--- src/shared/peis_pkg.sv ---
// Package: register map, reset values and pin carriers for the port block
// Overview of operation
// Interrupt line 0 requests pass only while the enable bit is set.
// Flag sets when the pin is routed as interrupt and its edge arrives.
// Software clears the flag by writing 0 after reading it as 1.
// Pin-function value 10h turns port 1 bit 4 into interrupt line 0.
// Port 1 direction 00h makes all port 1 pins undriven inputs.
// Port 5 direction FFh drives all port 5 pins with port 5 data.
// Request stays asserted while flag and enable are both set.
package peis_pkg;

   localparam int PEIS_AW = 16;
   localparam int PEIS_DW = 8;

   localparam logic [15:0] PEIS_OFS_P1_DATA = 16'hFFD4;
   localparam logic [15:0] PEIS_OFS_P5_DATA = 16'hFFD8;
   localparam logic [15:0] PEIS_OFS_P7_DATA = 16'hFFDA;
   localparam logic [15:0] PEIS_OFS_P1_FUNC = 16'hFFE0;
   localparam logic [15:0] PEIS_OFS_P1_DIR = 16'hFFE4;
   localparam logic [15:0] PEIS_OFS_P5_DIR = 16'hFFE8;
   localparam logic [15:0] PEIS_OFS_IRQ_EN = 16'hFFF4;
   localparam logic [15:0] PEIS_OFS_IRQ_FLAGS = 16'hFFF6;

   localparam int PEIS_EXTERNAL_INTERRUPT_LINE_0_BIT = 0;
   localparam int PEIS_EXTERNAL_INTERRUPT_LINE_0_PIN = 4;
   localparam logic [7:0] PEIS_FUNC_EXTERNAL_INTERRUPT_LINE_0 = 8'h10;
   localparam logic [7:0] PEIS_DIR_ALL_IN = 8'h00;
   localparam logic [7:0] PEIS_DIR_ALL_OUT = 8'hFF;

   localparam logic [7:0] PEIS_RST_REG = 8'h00;
   localparam logic [7:0] PEIS_RD_UNMAPPED = 8'h00;

   // Driven side of one 8-bit two-way port
   typedef struct packed {
      logic [7:0] out;
      logic [7:0] oe;
   } peis_drive_t;

endpackage

--- src/verilog/peis_top.sv ---
// Port 1/5/7 registers with external interrupt line 0 on port 1 bit 4
//
// Local design decision: the address-and-strobe port.
`timescale 1ns/1ps
`default_nettype none

module peis_top
   import peis_pkg::*;
#(
   parameter logic irq_rising_edge = 1'b0
) (
   // Clock and reset
   input wire logic clk_sys,
   input wire logic nrst,
   // Register port
   input wire logic [PEIS_AW-1:0] reg_addr,
   input wire logic [PEIS_DW-1:0] reg_wdata,
   input wire logic reg_wr,
   input wire logic reg_rd,
   output logic [PEIS_DW-1:0] reg_rdata,
   // Port 1 pins
   input wire logic [7:0] port1_in,
   output peis_drive_t port1_drv,
   // Port 5 pins
   input wire logic [7:0] port5_in,
   output peis_drive_t port5_drv,
   // Port 7 outputs (LED)
   output logic [7:0] port7_out,
   // Interrupt request to the processor
   output logic external_interrupt_line_0_request
);

   if (PEIS_DW != 8) begin : g_width_check
      $error("peis_top serves only 8-bit registers");
   end

   // Read view of a port: output bits show the latch, inputs the pin
   function automatic logic [7:0] port_view(input logic [7:0] dir,
         input logic [7:0] data, input logic [7:0] pin);
      port_view = (dir & data) | (~dir & pin);
   endfunction

   function automatic logic hit(input logic [PEIS_AW-1:0] a,
         input logic [15:0] ofs);
      hit = (a == ofs);
   endfunction

   logic [7:0] port1_data;
   logic [7:0] port5_data;
   logic [7:0] port7_data;
   logic [7:0] port1_pin_function;
   logic [7:0] port1_direction;
   logic [7:0] port5_direction;
   logic external_interrupt_line_0_enable_bit;
   logic external_interrupt_line_0_flag;
   logic flag_seen_set;
   logic pin_prev;
   logic [7:0] rdata;

   logic [7:0] next_port1_data;
   logic [7:0] next_port5_data;
   logic [7:0] next_port7_data;
   logic [7:0] next_port1_pin_function;
   logic [7:0] next_port1_direction;
   logic [7:0] next_port5_direction;
   logic next_external_interrupt_line_0_enable_bit;
   logic next_external_interrupt_line_0_flag;
   logic next_flag_seen_set;
   logic next_pin_prev;
   logic [7:0] next_rdata;

   logic irq_pin_sel;
   logic irq_pin;
   logic irq_edge;
   logic flag_clear;

   // Pin routing and edge detection
   always_comb begin
      irq_pin_sel = (port1_pin_function == PEIS_FUNC_EXTERNAL_INTERRUPT_LINE_0);
      irq_pin = port1_in[PEIS_EXTERNAL_INTERRUPT_LINE_0_PIN];
      next_pin_prev = irq_pin;
      if (irq_rising_edge) begin
         irq_edge = irq_pin_sel & irq_pin & ~pin_prev;
      end else begin
         irq_edge = irq_pin_sel & ~irq_pin & pin_prev;
      end
   end

   // Register file next state
   always_comb begin
      next_port1_data = port1_data;
      next_port5_data = port5_data;
      next_port7_data = port7_data;
      next_port1_pin_function = port1_pin_function;
      next_port1_direction = port1_direction;
      next_port5_direction = port5_direction;
      next_external_interrupt_line_0_enable_bit = external_interrupt_line_0_enable_bit;
      next_flag_seen_set = flag_seen_set;
      next_rdata = PEIS_RD_UNMAPPED;
      flag_clear = 1'b0;
      if (reg_wr) begin
         if (hit(reg_addr, PEIS_OFS_P1_DATA)) begin
            next_port1_data = reg_wdata;
         end
         if (hit(reg_addr, PEIS_OFS_P5_DATA)) begin
            next_port5_data = reg_wdata;
         end
         if (hit(reg_addr, PEIS_OFS_P7_DATA)) begin
            next_port7_data = reg_wdata;
         end
         if (hit(reg_addr, PEIS_OFS_P1_FUNC)) begin
            next_port1_pin_function = reg_wdata;
         end
         if (hit(reg_addr, PEIS_OFS_P1_DIR)) begin
            next_port1_direction = reg_wdata;
         end
         if (hit(reg_addr, PEIS_OFS_P5_DIR)) begin
            next_port5_direction = reg_wdata;
         end
         if (hit(reg_addr, PEIS_OFS_IRQ_EN)) begin
            next_external_interrupt_line_0_enable_bit = reg_wdata[PEIS_EXTERNAL_INTERRUPT_LINE_0_BIT];
         end
         if (hit(reg_addr, PEIS_OFS_IRQ_FLAGS)) begin
            // Writing 1 leaves the flag but cancels a prior read of 1; 0 clears only after a read of 1
            flag_clear = flag_seen_set & ~reg_wdata[PEIS_EXTERNAL_INTERRUPT_LINE_0_BIT];
            next_flag_seen_set = 1'b0;
         end
      end
      if (reg_rd) begin
         if (hit(reg_addr, PEIS_OFS_P1_DATA)) begin
            next_rdata = port_view(port1_direction, port1_data, port1_in);
         end
         if (hit(reg_addr, PEIS_OFS_P5_DATA)) begin
            next_rdata = port_view(port5_direction, port5_data, port5_in);
         end
         if (hit(reg_addr, PEIS_OFS_P7_DATA)) begin
            next_rdata = port7_data;
         end
         if (hit(reg_addr, PEIS_OFS_P1_FUNC)) begin
            next_rdata = port1_pin_function;
         end
         if (hit(reg_addr, PEIS_OFS_P1_DIR)) begin
            next_rdata = port1_direction;
         end
         if (hit(reg_addr, PEIS_OFS_P5_DIR)) begin
            next_rdata = port5_direction;
         end
         if (hit(reg_addr, PEIS_OFS_IRQ_EN)) begin
            next_rdata = {7'h00, external_interrupt_line_0_enable_bit};
         end
         if (hit(reg_addr, PEIS_OFS_IRQ_FLAGS)) begin
            next_rdata = {7'h00, external_interrupt_line_0_flag};
            if (external_interrupt_line_0_flag) begin
               next_flag_seen_set = 1'b1;
            end
         end
      end
      // A new edge wins over a clear in the same cycle
      if (irq_edge) begin
         next_external_interrupt_line_0_flag = 1'b1;
      end else if (flag_clear) begin
         next_external_interrupt_line_0_flag = 1'b0;
      end else begin
         next_external_interrupt_line_0_flag = external_interrupt_line_0_flag;
      end
   end

   always_ff @(posedge clk_sys or negedge nrst) begin
      if (!nrst) begin
         port1_data <= PEIS_RST_REG;
         port5_data <= PEIS_RST_REG;
         port7_data <= PEIS_RST_REG;
         port1_pin_function <= PEIS_RST_REG;
         port1_direction <= PEIS_RST_REG;
         port5_direction <= PEIS_RST_REG;
         external_interrupt_line_0_enable_bit <= 1'b0;
         external_interrupt_line_0_flag <= 1'b0;
         flag_seen_set <= 1'b0;
         pin_prev <= 1'b0;
         rdata <= PEIS_RD_UNMAPPED;
      end else begin
         port1_data <= next_port1_data;
         port5_data <= next_port5_data;
         port7_data <= next_port7_data;
         port1_pin_function <= next_port1_pin_function;
         port1_direction <= next_port1_direction;
         port5_direction <= next_port5_direction;
         external_interrupt_line_0_enable_bit <= next_external_interrupt_line_0_enable_bit;
         external_interrupt_line_0_flag <= next_external_interrupt_line_0_flag;
         flag_seen_set <= next_flag_seen_set;
         pin_prev <= next_pin_prev;
         rdata <= next_rdata;
      end
   end

   // Pin drive: enables follow direction bits straight from flops, except the routed interrupt pin on port 1
   always_comb begin
      port1_drv.out = port1_data;
      port1_drv.oe = port1_direction;
      // Routed interrupt pin is never driven, whatever its direction bit
      if (irq_pin_sel) begin
         port1_drv.oe[PEIS_EXTERNAL_INTERRUPT_LINE_0_PIN] = 1'b0;
      end
      port5_drv.out = port5_data;
      port5_drv.oe = port5_direction;
      port7_out = port7_data;
      reg_rdata = rdata;
      external_interrupt_line_0_request = external_interrupt_line_0_flag & external_interrupt_line_0_enable_bit;
   end
endmodule

`default_nettype wire
--- config.mk ---
export PLATFORM = sky130hd
export DESIGN_NAME = peis_top
export DESIGN_NICKNAME = d
export VERILOG_FILES = /design/src/shared/peis_pkg.sv /design/src/verilog/peis_top.sv
export SDC_FILE = /design/constraint.sdc
export NUM_CORES = 1
export LEC_CHECK = 0
export BUFFER_PORTS_ARGS = -buffer_cell sky130_fd_sc_hd__buf_2
export CORE_MARGIN = 2
export CORE_UTILIZATION = 45
export CTS_BUF_LIST = sky130_fd_sc_hd__clkbuf_8
export DETAILED_ROUTE_END_ITERATION = 8
export GPL_TIMING_DRIVEN = 1
export HOLD_SLACK_MARGIN = 0.02
export PLACE_DENSITY = 0.72
export SLEW_MARGIN = 20
export SYNTH_ARGS = -nofsm -noshare
export SYNTH_HDL_FRONTEND = slang
export SYNTH_SLANG_ARGS = --single-unit
--- constraint.sdc ---
create_clock -name clk_sys -period 1.95 [get_ports clk_sys]
set_clock_uncertainty 0.2 [all_clocks]
set_input_delay 0 -clock clk_sys [delete_from_list [all_inputs] [get_ports clk_sys]]
set_output_delay 0 -clock clk_sys [all_outputs]
set_load 0.02 [all_outputs]
==> flow_metrics.py <==
metrics = {
    "status": {
        "status": "finished with violations",
        "violations": "negative hold slack",
    },
    "worst_setup_path": {
        "crit_fanout": 3,
        "path_depth": 3,
        "r2r-end": "reg_rdata[5]$_DFF_PN0_",
        "cp_num_buf_inv": 1,
        "path_class": "register to primary output",
        "path_cells": "nor4_1 > a21oi_1 > buf_2",
        "slowest_stage": "nor4_1",
        "rr_worst_depth": 4,
        "worstSetupEndpointType": "primary output",
        "crit_required_ns": 1.75,
        "r2r_start": "port1_pin_function[5]$_DFFE_PN0P_",
        "crit_family": "simple AND/OR/NAND/NOR gates",
        "crit_path_start": "port1_pin_function[3]$_DFFE_PN0P_",
        "regToRegSetupSlack_ns": 0.44,
        "worst_ep_arrival_time_ns": 1.47,
        "slowest_delay_ns": 0.42,
        "critPathLaunchType": "register",
        "cp-endpoint": "port1_drv[4]",
    },
    "timing": {
        "grt_setup_unrepaired": "no",
        "final-hold-violation-count": 1,
        "clock.fmax_mhz": 597,
        "slew_violations": 0,
        "hold_slack_ns": -0.0305,
        "slew_headroom_pct": 60.5,
        "tns_ns": 0,
        "fin_crit_sh_pct": 85.9,
        "tightest_slew_ns": 0.593,
        "fin_crit_ns": 1.67,
        "setup_viol": 0,
    },
    "yosys": {
        "synthTopCellsByCount": "dfrtp_1 (60), mux2_2 (48), nand2_1 (13)",
        "synth_warnings": 0,
        "synth_edf_count": 0,
        "synth_most_common_cell": "dfrtp_1",
        "syn-num-nets": 293,
        "async_reset_ff_share_pct": 100,
        "yosysSeqAreaShare_pct": 47.7,
        "synthCells": 249,
        "synth_ff_type": "dfrtp_1",
        "ys_types": 45,
        "syn-cell-area_um2": 3150,
        "synthTopCellsByArea": "dfrtp_1 (48%), mux2_2 (17%), mux2_4 (3.8%)",
        "synth_top_area_cell": "dfrtp_1",
        "synth_top_area_share_pct": 47.7,
        "synth-seq-cells": 60,
        "syn_avg_cell_area_um2": 12.6,
    },
    "detailed_routing": {
        "post-route-drc-count": 0,
        "vias": 2577,
        "wirelength_um": 8360,
        "first_pass_iters": 4,
        "first_iter_violations": 92,
        "avgRoutedWirePerCell_um": 17.2,
        "avgViaCountPerCell": 5.29,
        "ant_nets": 0,
    },
    "pwr": {
        "pwr-share-seq_pct": 49.5,
        "p_clk_share_pct": 41.8,
        "p_comb_share_pct": 8.6,
        "ir_worst_vdd_mv": 0.591,
        "power_density_nw_per_um2": 590,
        "netSwitchingPower_mw": 0.590,
        "swShare_pct": 23.5,
        "power_leakage_nw": 2.23,
        "p_int_mw": 1.93,
    },
    "hold_path": {
        "hold_class": "primary input to register",
    },
    "placement": {
        "numPortBuffers": 92,
        "hpwl_um": 5690,
        "gp_congestion": 0.836,
        "dp_cells": 437,
    },
    "global_routing": {
        "use_met3_pct": 4.34,
        "grt_busiest_layer": "met2",
        "grtUsageTotal_pct": 22.7,
        "grt_pass1_vias": 2486,
        "antenna_found_initial": 0,
        "grt_pass1_wl_um": 13000,
        "grt_remaining_overflow": 0,
        "use_met1_pct": 31.2,
        "grt_max_degree": 40,
        "met2_usage_pct": 36.2,
    },
    "clock_tree": {
        "cts_sinks": 60,
        "cts-root-buf": "clkbuf_8",
        "cts_buffers": 9,
        "cts.clk_slew.worst_paths_ns": 0.07,
        "cts_tree": "yes",
        "cts_buffer_depth": 2,
        "insertion_delay_ns": 0.33,
        "cts_htree_levels": 3,
        "ctsResizeCount": 0,
    },
    "finish": {
        "drive_above_1_share_pct": 50.4,
        "syn_to_final_growth_pct": 35.6,
        "nets": 430,
        "instances_no_fill": 487,
        "antennaDiodeCount": 0,
    },
    "floorplan": {
        "pin_count": 93,
        "die-area_um2": 7670,
        "core_um2": 6790,
        "die_w_um": 87.6,
        "rows": 30,
        "die_h_um": 87.6,
        "start_util_pct": 46.3,
    },
    "flow_run": {
        "maxCapViolCount": 0,
    },
}
[registers in the layout, indices dropped and copies added (netlist names)]
name,flops
port1_data,8
flag_seen_set,1
port5_direction,8
port1_direction,8
external_interrupt_line_0_flag,1
pin_prev,1
reg_rdata,8
port7_out,8
external_interrupt_line_0_enable_bit,1
port1_pin_function,8
port5_data,8
[logic make-up after synthesis]
logic type | after synthesis | synth area share [%]
buffers and inverters | 23 | 4.30
multiplexers | 67 | 24.5
AO/OA/AOI/OAI | 43 | 10.9
flip-flops | 60 | 47.7
AND/OR/NAND/NOR | 56 | 12.5
[per-stage QoR]
| step | hold WS [ns] | setup slack [ns] | power (mW) | cell area, um^2 | util, % |
|---|---|---|---|---|---|
| global route | 0.0360 | 0.114 | 2.61 | 4270 | 62.8 |
| global placement | -0.195 | 0.0867 | 1.44 | 3750 | 55.1 |
| finish | -0.0305 | 0.275 | 2.52 | 4270 | 62.8 |
| CTS | 0.0208 | 0.0136 | 2.54 | 4280 | 63.0 |
| floorplan | -0.496 | 0.362 | 1.32 | 3150 | - |
| detailed placement | -0.191 | 0.0664 | 1.44 | 3750 | 55.1 |
[power groups by stage]
stage          clock network [mW]  logic (mW)  registers, mW
2_1_floorplan                   0      0.0517           1.27
3_3_place_gp                    0       0.167           1.27
3_5_place_dp                    0       0.170           1.27
4_1_cts                      1.08       0.218           1.25
5_1_grt                      1.12       0.238           1.25
6_report                     1.05       0.217           1.25
[layout make-up]
type | count | area, um^2
clock buffers | 9 | 124
clock inverters | 7 | 60.1
fillers | 578 | 2530
inverters | 8 | 30.0
multi-input cells | 166 | 1510
flip-flops and latches | 60 | 1500
well taps | 96 | 120
repair buffers | 141 | 921
[repair_timing]
item                                    in CTS  in global routing
endpoints found under the setup margin       0                  1
hold buffers                                35                  0
hold endpoints to repair                   120                  0
setup buffers                                0                  0
[worst min path at each step]
stage,start,endpoint,slack [ns],cells after the start
2_1_floorplan,nrst,external_interrupt_line_0_enable_bit$_DFFE_PN0P_,-0.50,0
3_3_place_gp,nrst,port7_out[2]$_DFFE_PN0P_,-0.20,1
3_5_place_dp,nrst,port5_data[1]$_DFFE_PN0P_,-0.19,1
4_1_cts,reg_addr[4],external_interrupt_line_0_flag$_DFFE_PN0P_,0.02,6
5_1_grt,port5_in[0],reg_rdata[0]$_DFF_PN0_,0.04,5
6_report,port1_in[0],reg_rdata[0]$_DFF_PN0_,-0.03,5
[cell usage in the layout (no fill, tap or decap), drive strengths merged, types with 4 or more instances in the layout]
master         n
buf          108
dfrtp         60
mux2          57
dlygate4sd3   33
nand2         14
o21ai         12
o211ai        12
mux2i         10
inv           10
clkbuf         9
o211a          7
nor4           7
nand2b         5
a22oi          5
nor2           4
[metal layers]
metal | part of all wire, % | vias up | wire, um
li1 | - | 1200 | -
met3 | 7.5 | 12 | 625
met2 | 48 | 101 | 3980
met5 | 0 | - | 0
met4 | 1.4 | 0 | 117
met1 | 43 | 1264 | 3630
[tightest hold or removal path: stages]
cell	delay, ns
buf_2	0.07
mux2i_1	0.06
nor3_1	0.13
a211oi_1	0.06
o22ai_1	0.12
No activity file was read; power rests on OpenSTA's default activity.
